==> src/pkg/boot_loader_defines.svh <==
// Constants of the serial EEPROM boot loader
`ifndef BOOT_LOADER_DEFINES_SVH
`define BOOT_LOADER_DEFINES_SVH

// ****************************************
// Bus addressing
// ****************************************
`define SLAVE_ADDR      7'h50
`define PTR_INIT        16'h0000
`define KEY_WORD        16'h08aa

// ****************************************
// Timing
// ****************************************
`define PSC_OPT_ONE     8'h01
`define PSC_OPT_TWO     8'h00
`define MOD_CLK_HZ      12000000
`define STD_BIT_HZ      100000
`define CLK_HALF_INIT   (`MOD_CLK_HZ / `STD_BIT_HZ / 2)

// ****************************************
// Stream word positions
// ****************************************
`define WORD_KEY        4'h0
`define WORD_PSC        4'h1
`define WORD_CLKH       4'h2
`define WORD_CLKL       4'h3
`define WORD_ENTRY_HI   4'h9
`define WORD_ENTRY_LO   4'ha

`endif

==> src/pkg/boot_loader_pkg.sv <==
// Types shared by the boot loader modules
package boot_loader_pkg;

    typedef enum logic [1:0] {
        CMD_START = 2'b00,
        CMD_WRITE = 2'b01,
        CMD_READ  = 2'b10,
        CMD_STOP  = 2'b11
    } i2c_cmd_t;

    typedef enum logic [3:0] {
        E_IDLE    = 4'b0000,
        E_START_A = 4'b0001,
        E_START_B = 4'b0010,
        E_START_C = 4'b0011,
        E_BIT_LO  = 4'b0100,
        E_BIT_HI  = 4'b0101,
        E_STOP_A  = 4'b0110,
        E_STOP_B  = 4'b0111,
        E_STOP_C  = 4'b1000
    } eng_state_t;

    typedef enum logic [3:0] {
        L_IDLE    = 4'b0000,
        L_P_START = 4'b0001,
        L_P_DEVW  = 4'b0010,
        L_P_PTRH  = 4'b0011,
        L_P_PTRL  = 4'b0100,
        L_W_START = 4'b0101,
        L_W_DEVR  = 4'b0110,
        L_W_RDLO  = 4'b0111,
        L_W_RDHI  = 4'b1000,
        L_W_STOP  = 4'b1001,
        L_USE     = 4'b1010,
        L_DONE    = 4'b1011,
        L_FAIL    = 4'b1100
    } load_state_t;

    typedef enum logic [1:0] {
        B_SIZE    = 2'b00,
        B_ADDR_HI = 2'b01,
        B_ADDR_LO = 2'b10,
        B_DATA    = 2'b11
    } blk_phase_t;

endpackage

==> src/pkg/i2c_engine_if.sv <==
// Command and timing link between the loader sequencer and the byte engine
`timescale 1ns/10ps
interface i2c_engine_if;
    import boot_loader_pkg::*;
    logic           cmd_valid;
    i2c_cmd_t       cmd;
    logic [7:0]     wr_byte;
    logic           master_nack;
    logic [7:0]     psc;
    logic [15:0]    clk_high;
    logic [15:0]    clk_low;
    logic           done;
    logic [7:0]     rd_byte;
    logic           nack;

    modport loader (output cmd_valid, cmd, wr_byte, master_nack, psc, clk_high, clk_low,
                    input  done, rd_byte, nack);
    modport engine (input  cmd_valid, cmd, wr_byte, master_nack, psc, clk_high, clk_low,
                    output done, rd_byte, nack);
endinterface

==> src/core/i2c_byte_engine.sv <==
// Bit-level I2C master engine: start, stop, byte write and byte read
`timescale 1ns/10ps
module i2c_byte_engine
    import boot_loader_pkg::*;
(
    // Clock and reset
    input  wire logic   ref_clk,
    input  wire logic   rst,
    // Sequencer link
    i2c_engine_if.engine eng,
    // Synchronised line levels and drive enables
    input  wire logic   sda_in,
    output logic        scl_oe,
    output logic        sda_oe
);
    eng_state_t  state, next_state;
    logic [7:0]  pre_cnt, next_pre_cnt;
    logic [15:0] per_cnt, next_per_cnt;
    logic [8:0]  shifter, next_shifter;
    logic [8:0]  rx, next_rx;
    logic [3:0]  bit_cnt, next_bit_cnt;
    logic        next_scl_oe, next_sda_oe, done, next_done, nack, next_nack;
    logic [7:0]  rd_byte, next_rd_byte;
    logic        tick, phase_end, high_phase;
    logic [15:0] limit;

    assign eng.done    = done;
    assign eng.rd_byte = rd_byte;
    assign eng.nack    = nack;

    // Module clock tick from the prescaler; a zero period count is treated as one
    assign tick       = (pre_cnt == eng.psc);
    assign high_phase = (state == E_START_B) || (state == E_START_C) || (state == E_BIT_HI)
                        || (state == E_STOP_B) || (state == E_STOP_C);
    assign limit      = high_phase ? eng.clk_high : eng.clk_low;
    assign phase_end  = tick && ({1'b0, per_cnt} + 17'h00001 >= {1'b0, limit});

    // ****************************************
    // Bit sequencing
    // ****************************************
    // Line levels are never compared with what is driven: lost arbitration,
    // a busy bus and being addressed as a slave all go unnoticed.  RULE8
    always_comb begin
        next_state   = state;
        next_shifter = shifter;
        next_rx      = rx;
        next_bit_cnt = bit_cnt;
        next_scl_oe  = scl_oe;
        next_sda_oe  = sda_oe;
        next_rd_byte = rd_byte;
        next_nack    = nack;
        next_done    = 1'b0;
        next_pre_cnt = (state == E_IDLE || tick) ? 8'h00 : pre_cnt + 8'h01;
        next_per_cnt = (state == E_IDLE || phase_end) ? 16'h0000 :
                       (tick ? per_cnt + 16'h0001 : per_cnt);
        case (state)
            E_IDLE: begin
                if (eng.cmd_valid) begin
                    next_bit_cnt = 4'h0;
                    case (eng.cmd)
                        CMD_START: next_state = E_START_A;
                        CMD_WRITE: begin
                            next_shifter = {eng.wr_byte, 1'b1};
                            next_state   = E_BIT_LO;
                        end
                        CMD_READ: begin
                            next_shifter = {8'hff, eng.master_nack};
                            next_state   = E_BIT_LO;
                        end
                        default: next_state = E_STOP_A;
                    endcase
                end
            end
            // Release SDA while SCL keeps its level, so a repeated start is clean
            E_START_A: begin
                next_sda_oe = 1'b0;
                if (phase_end) next_state = E_START_B;
            end
            E_START_B: begin
                next_scl_oe = 1'b0;
                if (phase_end) next_state = E_START_C;
            end
            E_START_C: begin
                next_sda_oe = 1'b1;
                if (phase_end) begin
                    next_state = E_IDLE;
                    next_done  = 1'b1;
                end
            end
            E_BIT_LO: begin
                next_scl_oe = 1'b1;
                next_sda_oe = ~shifter[8];
                if (phase_end) next_state = E_BIT_HI;
            end
            E_BIT_HI: begin
                next_scl_oe = 1'b0;
                if (phase_end) begin
                    next_rx      = {rx[7:0], sda_in};
                    next_shifter = {shifter[7:0], 1'b1};
                    next_bit_cnt = bit_cnt + 4'h1;
                    next_state   = E_BIT_LO;
                    if (bit_cnt == 4'h8) begin
                        // Hold SCL low between bytes
                        next_scl_oe  = 1'b1;
                        next_rd_byte = rx[7:0];
                        next_nack    = sda_in;
                        next_done    = 1'b1;
                        next_state   = E_IDLE;
                    end
                end
            end
            E_STOP_A: begin
                next_scl_oe = 1'b1;
                next_sda_oe = 1'b1;
                if (phase_end) next_state = E_STOP_B;
            end
            E_STOP_B: begin
                next_scl_oe = 1'b0;
                if (phase_end) next_state = E_STOP_C;
            end
            E_STOP_C: begin
                next_sda_oe = 1'b0;
                if (phase_end) begin
                    next_state = E_IDLE;
                    next_done  = 1'b1;
                end
            end
            default: next_state = E_IDLE;
        endcase
    end

    always_ff @(posedge ref_clk) begin
        if (rst) begin
            state   <= E_IDLE;
            pre_cnt <= 8'h00;
            per_cnt <= 16'h0000;
            shifter <= 9'h1ff;
            rx      <= 9'h000;
            bit_cnt <= 4'h0;
            scl_oe  <= 1'b0;
            sda_oe  <= 1'b0;
            rd_byte <= 8'h00;
            nack    <= 1'b0;
            done    <= 1'b0;
        end else begin
            state   <= next_state;
            pre_cnt <= next_pre_cnt;
            per_cnt <= next_per_cnt;
            shifter <= next_shifter;
            rx      <= next_rx;
            bit_cnt <= next_bit_cnt;
            scl_oe  <= next_scl_oe;
            sda_oe  <= next_sda_oe;
            rd_byte <= next_rd_byte;
            nack    <= next_nack;
            done    <= next_done;
        end
    end
endmodule

==> src/core/i2c_eeprom_boot_loader.sv <==
// Boot loader that copies an image from a serial EEPROM into internal memory
// How it works
// RULE1: Boot source is addressed as slave 0x50.
// RULE2: EEPROM reads bytes, takes 16-bit pointer.
// RULE3: Other sources must mimic EEPROM as slave.
// RULE4: Option one: prescaler set to 1.
// RULE5: Option two: prescaler set to 0.
// RULE6: Start at 100 kHz, 50 percent duty.
// RULE7: Stream timing words apply to later reads.
// RULE8: No arbitration, busy or slave checks.
// RULE9: Other masters wait until boot finishes.
// RULE10: Acknowledge checked only in pointer write.
// RULE11: Missing EEPROM: watchdog on, force reset.
// RULE12: Later read address phases ignore acknowledge.
// RULE13: Words low byte first; key 0x08AA.
// RULE14: Byte 3 prescaler, then high, low periods.
// RULE15: Skip reserved; entry upper half first.
// RULE16: Copy blocks until zero block size.
// RULE17: First message: pointer 0x0000, read key.
// RULE18: Every later read fetches two bytes.
// RULE19: Wrong key takes the reset path.
// RULE20: Block words go to consecutive addresses.
`timescale 1ns/10ps
`include "boot_loader_defines.svh"
module i2c_eeprom_boot_loader
    import boot_loader_pkg::*;
(
    // Clock and reset
    input  wire logic   ref_clk,
    input  wire logic   rst,
    // Control
    input  wire logic   boot_start,
    input  wire logic   timing_option_one,
    // I2C pins
    input  wire logic   scl_in,
    output logic        scl_out,
    output logic        scl_oe,
    input  wire logic   sda_in,
    output logic        sda_out,
    output logic        sda_oe,
    // Memory write port
    output logic        mem_wr_en,
    output logic [31:0] mem_addr,
    output logic [15:0] mem_wr_data,
    // Status
    output logic        busy,
    output logic        boot_done,
    output logic [31:0] entry_point,
    output logic        watchdog_enable,
    output logic        reset_request
);
    i2c_engine_if eng ();

    load_state_t  state, next_state;
    blk_phase_t   blk_phase, next_blk_phase;
    logic         issued, next_issued, in_blocks, next_in_blocks;
    logic [7:0]   word_lo, next_word_lo;
    logic [15:0]  word, next_word, blk_count, next_blk_count;
    logic [3:0]   word_idx, next_word_idx;
    logic [7:0]   psc, next_psc, psc_new, next_psc_new;
    logic [15:0]  clk_high, next_clk_high, clk_low, next_clk_low;
    logic [15:0]  clkh_new, next_clkh_new;
    logic [31:0]  dest_addr, next_dest_addr, next_mem_addr, next_entry_point;
    logic [15:0]  next_mem_wr_data;
    logic         next_mem_wr_en, next_busy, next_boot_done, next_fail;
    logic         scl_meta, scl_sync, sda_meta, sda_sync;
    logic         op_done, eng_scl_oe, eng_sda_oe;

    // Which states hand a command to the engine
    function automatic logic is_op(input load_state_t s);
        is_op = (s != L_IDLE) && (s != L_USE) && (s != L_DONE) && (s != L_FAIL);
    endfunction

    // ****************************************
    // Engine command decode
    // ****************************************
    assign eng.cmd_valid   = is_op(state) && !issued;
    assign eng.master_nack = (state == L_W_RDHI);
    assign eng.psc         = psc;
    assign eng.clk_high    = clk_high;
    assign eng.clk_low     = clk_low;
    assign op_done         = issued && eng.done;

    always_comb begin
        eng.cmd     = CMD_WRITE;
        eng.wr_byte = 8'h00;
        case (state)
            L_P_START, L_W_START: eng.cmd = CMD_START;
            L_P_DEVW: eng.wr_byte = {`SLAVE_ADDR, 1'b0};                   // RULE1
            L_P_PTRH: eng.wr_byte = 8'(`PTR_INIT >> 8);                    // RULE17
            L_P_PTRL: eng.wr_byte = 8'(`PTR_INIT & 16'h00ff);              // RULE2
            L_W_DEVR: eng.wr_byte = {`SLAVE_ADDR, 1'b1};                   // RULE1
            L_W_RDLO, L_W_RDHI: eng.cmd = CMD_READ;                        // RULE18
            L_W_STOP: eng.cmd = CMD_STOP;
            default: eng.cmd = CMD_WRITE;
        endcase
    end

    i2c_byte_engine u_engine (
        .ref_clk (ref_clk),
        .rst     (rst),
        .eng     (eng.engine),
        .sda_in  (sda_sync),
        .scl_oe  (eng_scl_oe),
        .sda_oe  (eng_sda_oe)
    );

    // ****************************************
    // Load sequencer
    // ****************************************
    always_comb begin
        next_state       = state;
        next_blk_phase   = blk_phase;
        next_issued      = is_op(state) && !op_done;
        next_in_blocks   = in_blocks;
        next_word_lo     = word_lo;
        next_word        = word;
        next_blk_count   = blk_count;
        next_word_idx    = word_idx;
        next_psc         = psc;
        next_psc_new     = psc_new;
        next_clk_high    = clk_high;
        next_clk_low     = clk_low;
        next_clkh_new    = clkh_new;
        next_dest_addr   = dest_addr;
        next_mem_addr    = mem_addr;
        next_entry_point = entry_point;
        next_mem_wr_data = mem_wr_data;
        next_mem_wr_en   = 1'b0;
        case (state)
            L_IDLE: begin
                if (boot_start) begin
                    next_psc       = timing_option_one ? `PSC_OPT_ONE : `PSC_OPT_TWO; // RULE4 RULE5
                    next_clk_high  = 16'(`CLK_HALF_INIT);                          // RULE6
                    next_clk_low   = 16'(`CLK_HALF_INIT);                          // RULE6
                    next_word_idx  = `WORD_KEY;
                    next_in_blocks = 1'b0;
                    next_state     = L_P_START;
                end
            end
            L_P_START: if (op_done) next_state = L_P_DEVW;
            // A missing acknowledge here means no EEPROM answers
            L_P_DEVW: if (op_done) next_state = eng.nack ? L_FAIL : L_P_PTRH; // RULE10 RULE11
            L_P_PTRH: if (op_done) next_state = eng.nack ? L_FAIL : L_P_PTRL; // RULE10
            L_P_PTRL: if (op_done) next_state = eng.nack ? L_FAIL : L_W_START; // RULE10
            L_W_START: if (op_done) next_state = L_W_DEVR;
            // No acknowledge check: a silent slave lets the load go on, reading all-ones bytes
            L_W_DEVR: if (op_done) next_state = L_W_RDLO;                 // RULE12
            L_W_RDLO: begin
                if (op_done) begin
                    next_word_lo = eng.rd_byte;
                    next_state   = L_W_RDHI;
                end
            end
            L_W_RDHI: begin
                if (op_done) begin
                    next_word  = {eng.rd_byte, word_lo};                  // RULE13
                    next_state = L_W_STOP;
                end
            end
            L_W_STOP: if (op_done) next_state = L_USE;
            L_USE: begin
                next_state = L_W_START;
                if (!in_blocks) begin
                    next_word_idx = word_idx + 4'h1;
                    case (word_idx)
                        `WORD_KEY: if (word != `KEY_WORD) next_state = L_FAIL; // RULE13 RULE19
                        `WORD_PSC: next_psc_new = word[7:0];              // RULE14
                        `WORD_CLKH: next_clkh_new = word;                 // RULE14
                        `WORD_CLKL: begin
                            // New timing takes effect from the next message on
                            next_psc      = psc_new;                      // RULE7
                            next_clk_high = clkh_new;                     // RULE7
                            next_clk_low  = word;                         // RULE14
                        end
                        `WORD_ENTRY_HI: next_entry_point[31:16] = {8'h00, word[7:0]}; // RULE15
                        `WORD_ENTRY_LO: begin
                            next_entry_point[15:0] = word;                // RULE15
                            next_in_blocks         = 1'b1;
                            next_blk_phase         = B_SIZE;
                        end
                        default: next_word_idx = word_idx + 4'h1;         // RULE15
                    endcase
                end else begin
                    case (blk_phase)
                        B_SIZE: begin
                            if (word == 16'h0000) begin
                                next_state = L_DONE;                      // RULE16
                            end else begin
                                next_blk_count = word;
                                next_blk_phase = B_ADDR_HI;
                            end
                        end
                        B_ADDR_HI: begin
                            next_dest_addr[31:16] = word;
                            next_blk_phase        = B_ADDR_LO;
                        end
                        B_ADDR_LO: begin
                            next_dest_addr[15:0] = word;
                            next_blk_phase       = B_DATA;
                        end
                        default: begin
                            next_mem_wr_en   = 1'b1;                      // RULE20
                            next_mem_addr    = dest_addr;
                            next_mem_wr_data = word;
                            next_dest_addr   = dest_addr + 32'h00000001;  // RULE20
                            next_blk_count   = blk_count - 16'h0001;
                            if (blk_count == 16'h0001) next_blk_phase = B_SIZE; // RULE16
                        end
                    endcase
                end
            end
            L_DONE, L_FAIL: next_state = state;
            default: next_state = L_IDLE;
        endcase
        // Outcome flags rise with the state change, so busy never drops ahead of them
        next_boot_done = boot_done || (next_state == L_DONE);             // RULE16
        next_fail      = watchdog_enable || (next_state == L_FAIL);       // RULE11 RULE19
        next_busy = (next_state != L_IDLE) && (next_state != L_DONE) && (next_state != L_FAIL);
    end

    always_ff @(posedge ref_clk) begin
        if (rst) begin
            state           <= L_IDLE;
            blk_phase       <= B_SIZE;
            issued          <= 1'b0;
            in_blocks       <= 1'b0;
            word_lo         <= 8'h00;
            word            <= 16'h0000;
            blk_count       <= 16'h0000;
            word_idx        <= 4'h0;
            psc             <= `PSC_OPT_TWO;
            psc_new         <= 8'h00;
            clk_high        <= 16'(`CLK_HALF_INIT);
            clk_low         <= 16'(`CLK_HALF_INIT);
            clkh_new        <= 16'h0000;
            dest_addr       <= 32'h00000000;
            mem_addr        <= 32'h00000000;
            entry_point     <= 32'h00000000;
            mem_wr_data     <= 16'h0000;
            mem_wr_en       <= 1'b0;
            busy            <= 1'b0;
            boot_done       <= 1'b0;
            watchdog_enable <= 1'b0;
            reset_request   <= 1'b0;
        end else begin
            state           <= next_state;
            blk_phase       <= next_blk_phase;
            issued          <= next_issued;
            in_blocks       <= next_in_blocks;
            word_lo         <= next_word_lo;
            word            <= next_word;
            blk_count       <= next_blk_count;
            word_idx        <= next_word_idx;
            psc             <= next_psc;
            psc_new         <= next_psc_new;
            clk_high        <= next_clk_high;
            clk_low         <= next_clk_low;
            clkh_new        <= next_clkh_new;
            dest_addr       <= next_dest_addr;
            mem_addr        <= next_mem_addr;
            entry_point     <= next_entry_point;
            mem_wr_data     <= next_mem_wr_data;
            mem_wr_en       <= next_mem_wr_en;
            busy            <= next_busy;
            boot_done       <= next_boot_done;
            watchdog_enable <= next_fail;
            reset_request   <= next_fail;
        end
    end

    // ****************************************
    // Pin synchronisers and drivers
    // ****************************************
    // Open-drain: the data level driven is always low, only the enables move
    always_ff @(posedge ref_clk) begin
        if (rst) begin
            scl_meta <= 1'b1;
            scl_sync <= 1'b1;
            sda_meta <= 1'b1;
            sda_sync <= 1'b1;
            scl_out  <= 1'b0;
            sda_out  <= 1'b0;
        end else begin
            scl_meta <= scl_in;
            scl_sync <= scl_meta;
            sda_meta <= sda_in;
            sda_sync <= sda_meta;
            scl_out  <= 1'b0;
            sda_out  <= 1'b0;
        end
    end

    assign scl_oe = eng_scl_oe;
    assign sda_oe = eng_sda_oe;
endmodule

==> config.mk <==
export PLATFORM = sky130hd
export DESIGN_NAME = i2c_eeprom_boot_loader
export DESIGN_NICKNAME = d
export VERILOG_FILES = /design/src/pkg/boot_loader_pkg.sv /design/src/pkg/i2c_engine_if.sv /design/src/core/i2c_byte_engine.sv /design/src/core/i2c_eeprom_boot_loader.sv
export VERILOG_INCLUDE_DIRS = /design/src /design/src/pkg
export SDC_FILE = /design/constraint.sdc
export NUM_CORES = 1
export LEC_CHECK = 0
export ABC_AREA = 1
export BUFFER_PORTS_ARGS = -buffer_cell sky130_fd_sc_hd__buf_2
export CORE_MARGIN = 1
export CORE_UTILIZATION = 45
export CTS_CLUSTER_SIZE = 25
export DETAILED_ROUTE_END_ITERATION = 7
export PLACE_DENSITY = 0.62
export SLEW_MARGIN = 20
export SYNTH_ARGS = -nofsm -noshare
export SYNTH_HDL_FRONTEND = slang
export SYNTH_HIERARCHICAL = 1
export SYNTH_SLANG_ARGS = --single-unit
==> constraint.sdc <==
create_clock -name ref_clk -period 3.1 [get_ports ref_clk]
set_input_delay 0.31 -clock ref_clk [delete_from_list [all_inputs] [get_ports ref_clk]]
set_output_delay 0.31 -clock ref_clk [all_outputs]
set_load 0.02 [all_outputs]
Word level (Yosys, flattened, before mapping)
Cells that the tools add are included.
{ "classes": {"reduce_logical": 67, "addsub": 7, "n_mux": 75, "n_eq_ne": 55, "magnitude_cmp": 1, "n_bitwise": 7} }
{ "ops": {"columns": ["operator", "n"], "rows": [
  ["16-bit one-hot mux with 2 select lines", 5],
  ["4-bit 2-to-1 mux", 30],
  ["16-bit 2-to-1 mux", 7],
  ["4-bit one-hot mux with 12 select lines", 1],
  ["4-bit equality test (second input constant)", 11],
  ["9-bit one-hot mux with 2 select lines", 2],
  ["32-bit by 1-bit adder with 32-bit output (second input constant)", 1],
  ["4-bit by 3-bit equality test with 1-bit output (second input constant)", 8],
  ["4-bit one-hot mux with 8 select lines", 1],
  ["8-bit one-hot mux with 2 select lines", 2],
  ["3-bit AND reduction", 10],
  ["2-bit OR reduction", 14],
  ["4-bit by 2-bit equality test with 1-bit output (second input constant)", 6],
  ["8-bit 2-to-1 mux", 3],
  ["4-bit inequality test (second input constant)", 5],
  ["9-bit 2-to-1 mux", 2],
  ["16-bit by 1-bit adder with 17-bit output (second input constant)", 1],
  ["17-bit by 16-bit greater-or-equal comparator with 1-bit output", 1],
  ["16-bit by 1-bit adder with 16-bit output (second input constant)", 1],
  ["16-bit by 1-bit equality test with 1-bit output (second input constant)", 1],
  ["16-bit zero test", 1],
  ["16-bit by 12-bit inequality test with 1-bit output (second input constant)", 1],
  ["2-bit by 1-bit inequality test with 1-bit output (second input constant)", 8],
  ["4-bit one-hot mux with 2 select lines", 2],
  ["30 further kinds", 88]
]} }
{ "totals": {"register_bits": 287, "out_inout_bits": 89} }

Logic depth before layout (Yosys ltp)
{ "logic_depth": {"depth_word": 10, "mapped_depth": 23, "depth_no_buf": 22} }

Cells and area by module
Netlist, hierarchy kept.
{ "modules_own_cells": {"columns": ["module", "n_inst", "area_each_um2", "cells_per_inst"], "rows": [
  ["i2c_eeprom_boot_loader", 1, 10143.5, 1448],
  ["i2c_byte_engine", 1, 3703.6, 528]
]} }

Least setup slack after synthesis
OpenSTA, ideal clock, no wires.
{ "synth_path": {"path_type": "register to register", "start": "register u_engine.state[3]", "end": "register u_engine.shifter[0]", "required_time_ns": 2.970, "period_less_slack_ns": 2.939, "slack_ns": 0.161, "n_path_buf": 2, "t_arrival_ns": 2.810, "setup_time_ns": 0.130, "path_stages_with_launch": 23, "path_cell_list": "dfxtp_1 -> inv_1 -> nand2_1 -> inv_1 -> nand2_1 -> inv_2 -> nor3_4 -> buf_6 -> mux2i_1 -> ha_1 -> nand2_1 -> inv_1 -> nand2_1 -> nand2_1 -> nand2_1 -> nand2_1 -> nor2_1 -> nand3_2 -> nand2_2 -> nand2_2 -> buf_4 -> nand4_1 -> nand3_1"} }
{ "synth_via": {"elab_chain_cells": 10} }
{ "synth_lines": {"columns": ["item", "line", "source"], "rows": [
  ["start: declaration", "i2c_byte_engine.sv:16", "eng_state_t state, next_state;"],
  ["start signal: assignment", "i2c_byte_engine.sv:146", "state <= next_state;"],
  ["4-bit by 2-bit equality test with 1-bit output", "i2c_byte_engine.sv:33", "assign high_phase = (state == E_START_B) || (state == E_START_C) || (state == E_BIT_HI)"],
  ["1-bit logical OR (2 in series)", "i2c_byte_engine.sv:33", null],
  ["1-bit logical OR (2 in series)", "i2c_byte_engine.sv:34", "|| (state == E_STOP_B) || (state == E_STOP_C);"],
  ["16-bit 2-to-1 mux", "i2c_byte_engine.sv:35", "assign limit = high_phase ? eng.clk_high : eng.clk_low;"],
  ["17-bit by 16-bit greater-or-equal comparator with 1-bit output", "i2c_byte_engine.sv:36", "assign phase_end = tick && ({1'b0, per_cnt} + 17'h00001 >= {1'b0, limit});"],
  ["1-bit logical AND", "i2c_byte_engine.sv:36", null],
  ["2-bit by 1-bit inequality test with 1-bit output (no source line)", null, null],
  ["4-bit AND reduction (no source line)", null, null],
  ["end signal: assignment", "i2c_byte_engine.sv:149", "shifter <= next_shifter;"],
  ["end: declaration", "i2c_byte_engine.sv:19", "logic [8:0] shifter, next_shifter;"]
]} }
Several ways; a longest one is shown, not always the timed one.
A chain may end at the register's enable or synchronous reset.

Worst setup path in the final report
{ "layout_path": {"start": "register u_engine.state[0]", "end": "register u_engine.per_cnt[13]"} }
{ "layout_via": {"elab_chain_cells": 10} }
{ "layout_lines": {"columns": ["item", "line", "source"], "rows": [
  ["4-bit by 2-bit equality test with 1-bit output", "i2c_byte_engine.sv:33", null],
  ["1-bit logical OR (2 in series)", "i2c_byte_engine.sv:33", null],
  ["1-bit logical OR (2 in series)", "i2c_byte_engine.sv:34", null],
  ["16-bit 2-to-1 mux", "i2c_byte_engine.sv:35", null],
  ["17-bit by 16-bit greater-or-equal comparator with 1-bit output", "i2c_byte_engine.sv:36", null],
  ["1-bit logical AND", "i2c_byte_engine.sv:36", null],
  ["1-bit logical OR *", "i2c_byte_engine.sv:54", "next_per_cnt = (state == E_IDLE || phase_end) ? 16'h0000 :"],
  ["2-bit OR reduction (no source line) *", null, null],
  ["end signal: assignment", "i2c_byte_engine.sv:148", "per_cnt <= next_per_cnt;"],
  ["end: declaration", "i2c_byte_engine.sv:18", "logic [15:0] per_cnt, next_per_cnt;"]
]} }
Every way passes the cells marked *; elsewhere a longest branch is shown, timed or not.

==> impl_metrics.yaml <==
run_status:
  status: "finished clean"
place:
  io_buffers: 83
  gp_congestion: 0.925
  place_ws_ns: 0.00163
  post_dp_cell_area_mm2: 0.0148
  place_hpwl_um: 26400
grt:
  antenna_found_initial: 0
  grt_use_total_pct: 24.6
  grt_pass1_wl_um: 61900
  grt-ovfl-total: 0
  grt_pass1_vias: 11700
  grt_max_degree: 97
logic_synthesis:
  synthCells: 1976
  synth_warnings: 6
  synth-seq-cells: 287
  synthTopCellsByArea: "dfxtp_1 (41%), nand2_1 (14%), a21oi_1 (9.0%)"
  yosys.area.top_type_share_pct: 41.5
  synthAdderAreaFrac_pct: 2.80
  seq_area_frac_synth_pct: 41.5
  synth_xor_area_share_pct: 1.77
  synth-edff-count: 0
  avgSynthCellArea_um2: 7.01
  ys.flop_type: "dfxtp_1"
  synth_top_family_by_area: "simple AND/OR/NAND/NOR gates"
  synth_cell_types: 52
  synth-simple-area-share_pct: 29.8
  netlist_area_mm2: 0.0138
  synth_area_leader_cell: "dfxtp_1"
  synthMuxAreaShare_pct: 1.31
  async_flop_share_pct: 0
  synth_compound_area_share_pct: 15.3
finish:
  multi_input_area_mm2: 0.00749
  fin_nets: 2107
  area_delta_synth_final_pct: 19.3
  antenna_cells: 0
  seqCellArea_mm2: 0.00576
  drive_above_1_share_pct: 15.2
  post-route-util_pct: 55.1
  final_area_mm2: 0.0165
  fillers: 2912
floorplan:
  fp.dieW_um: 177
  row_count: 63
  die_h_um: 177
  core-area_mm2: 0.0300
  die_area_mm2: 0.0315
  start_util_pct: 46.2
  design.portCount: 95
sta:
  fin_tns_setup_ns: 0
  clock_skew_ns: 0.0153
  slew_viol_final: 0
  hold_viol_final: 0
  rsz0062_at_grt: "true"
  slew_headroom_pct: 26.3
  timing.fmax_mhz: 323
  setup_violations: 0
  fin_crit_sh_pct: 100
  setup_slack_ns: 0.000932
  tightest_slew_ns: 1.11
  post-route-min-period_ns: 3.10
setup_path:
  path_cells: "inv_1 -> nor2_1 -> nand2_1 -> inv_2 -> nor3_4 -> buf_12 -> buf_4 -> mux2i_1 -> ha_1 -> nand2_1 -> nor2_4 -> nand3_2 -> nor2_2 -> nor2_2 -> nand3_4 -> nand2_4 -> buf_6 -> nand3_4 -> buf_12 -> a211oi_2"
  start_kind: "flip-flop"
  cp.required_ns: 3.52
  critPathLaunch: "u_engine/state[0]"
  crit_path_end_kind: "flip-flop"
  cp_max_fo: 8
  path_buf_inv: 6
  cp_data_arrival_time_ns: 3.52
  r2r-end: "u_engine/per_cnt[13]"
  path_depth: 20
  crit_family: "simple AND/OR/NAND/NOR gates"
  setup.worst_path.end: "u_engine/per_cnt[13]"
  path_class: "reg -> reg"
  r2r-start: "u_engine/state[0]"
  critPathMaxStageDelay_ns: 0.35
  ff2ff_path_depth: 20
  rrSetupSlack_ns: 0.0009
  slowest_stage: "dfxtp_4"
pwr:
  clockPowerShare_pct: 44.2
  totalPowerFinal_mw: 9.89
  switching_share_pct: 26.5
  leakagePower_nw: 6.93
  power_frac_comb_pct: 15.9
  internal_power_mw: 7.27
  ir_worst_vdd_mv: 0.417
  p_per_area_mw_per_mm2: 599
  seqPwrFrac_pct: 39.9
  p_switching_mw: 2.63
routing:
  drtIter0Drc: 1146
  firstDrtPassIters: 6
  post_drt_wl_per_cell_um: 15.9
  drc: 0
  vias: 13100
  via_per_inst: 5.28
  wl_um: 39400
  ant_nets: 0
clocking:
  clk_pin_slew_ns: 0.06
  numCtsBuffers: 34
  htree_levels: 2
  cts_root_buf: "clkbuf_16"
  cts.sinks: 287
  worstSkewPairLatency_ns: 0.51
  cts_tree: "built"
  ctsLongestPathBuffers: 3
worst_hold_path:
  min-delay-path-class: "in -> reg"
job:
  cap_viol_max_count: 0
## through the flow
stage / instances / hold slack (ns)
2_1_floorplan: 1990 / 0.389
3_3_place_gp: 2417 / 0.394
3_5_place_dp: 2417 / 0.395
4_1_cts: 2475 / 0.162
5_1_grt: 2481 / 0.184
6_report: 2481 / 0.183
## state kept, by name (all words and copies together), names as in the netlist, 8 cells and up
name and flops:
dest_addr 32, mem_addr 32, entry_point 24, blk_count 16
clk_high 16, clk_low 16, clkh_new 16, mem_wr_data 16
u_engine/per_cnt 16, word 16, u_engine/shifter 9, eng.psc 8
psc_new 8, u_engine/eng.rd_byte 8, u_engine/pre_cnt 8, u_engine/rx 8
word_lo 8
## layer usage
metal	vias up	GRT usage [%]	wire, µm
met5	-	0	0
met1	6027	35.1	18800
li1	6674	-	-
met2	327	37.7	17300
met3	64	4.46	2370
met4	0	7.23	890
## what timing repair did
action	in CTS	in global routing
gates cloned	0	2
endpoints found under the setup margin	2	52
hold buffers	1	0
pin swaps	0	25
buffers inserted	0	4
endpoints found under the hold margin	1	0
gates resized for setup	1	105
## tightest hold or removal path: cells and delay by family
family | cells | cell delay (ns)
buf+inv | 2 | 0.24
simple gates | 1 | 0.11
## placed cells by master (no fill, tap or decap), types with 9 or more instances in the layout
| cell | n |
|---|---|
| nand3_1 | 140 |
| buf_4 | 54 |
| mux2i_1 | 14 |
| ha_1 | 30 |
| dfxtp_1 | 283 |
| buf_2 | 82 |
| nand4_1 | 24 |
| inv_2 | 10 |
| or2_2 | 9 |
| a211oi_1 | 25 |
| clkbuf_16 | 37 |
| xor2_1 | 19 |
| nor2_1 | 205 |
| a21oi_2 | 25 |
| inv_1 | 128 |
| nand3b_1 | 16 |
| o21ai_0 | 106 |
| nand2_2 | 10 |
| conb_1 | 15 |
| nand2_1 | 499 |
| xnor2_1 | 9 |
| a21oi_1 | 224 |
## power groups by stage
stage / Combinational, mW / Sequential [mW] / Clock, mW
6_report: 1.57 / 3.95 / 4.38
5_1_grt: 1.74 / 3.96 / 4.61
4_1_cts: 1.28 / 3.93 / 4.46
3_5_place_dp: 1.28 / 4.01 / 0
3_3_place_gp: 1.26 / 4.00 / 0
2_1_floorplan: 0.930 / 4.00 / 0
## synth_stat cells, drive strengths merged, types with 3 or more instances
cell,count
o22ai,4
nor3,14
o211ai,4
inv,139
clkinv,3
nor3b,3
a21oi,249
ha,31
nor2,215
buf,37
or2,11
nand4,24
a31oi,4
clkbuf,68
mux2i,17
nand2,519
a211oi,26
xor2,19
dfxtp,287
o21ai,106
nand3,156
xnor2,9
nand3b,17
nor4,3
## cell families after synthesis
family / Yosys count
buffers and inverters: 247
XOR/XNOR: 28
multiplexers: 18
flip-flops: 287
AO/OA/AOI/OAI: 400
adder cells (fa/ha/maj): 31
other: 1
AND/OR/NAND/NOR: 964
## final cells by class
cell class                      count  share of cell area, %
Clock buffer                       41                   5.68
Clock inverter                     16                   1.74
Timing Repair Buffer              149                   6.17
Tap cell                          390                   2.95
Sequential cell                   287                   34.8
Inverter                          142                   3.27
Multi-Input combinational cell   1456                   45.3
## worst min path at each step
| stage | cells past startpoint | start | endpoint |
|---|---|---|---|
| global placement | 1 | sda_meta | sda_sync |
| finish | 3 | rst | clk_low[4] |
| global route | 3 | rst | clk_low[4] |
| floorplan | 1 | sda_meta | sda_sync |
| detailed placement | 1 | sda_meta | sda_sync |
| CTS | 3 | rst | clk_low[4] |
Note: power is estimated with default switching activity, not from simulation.
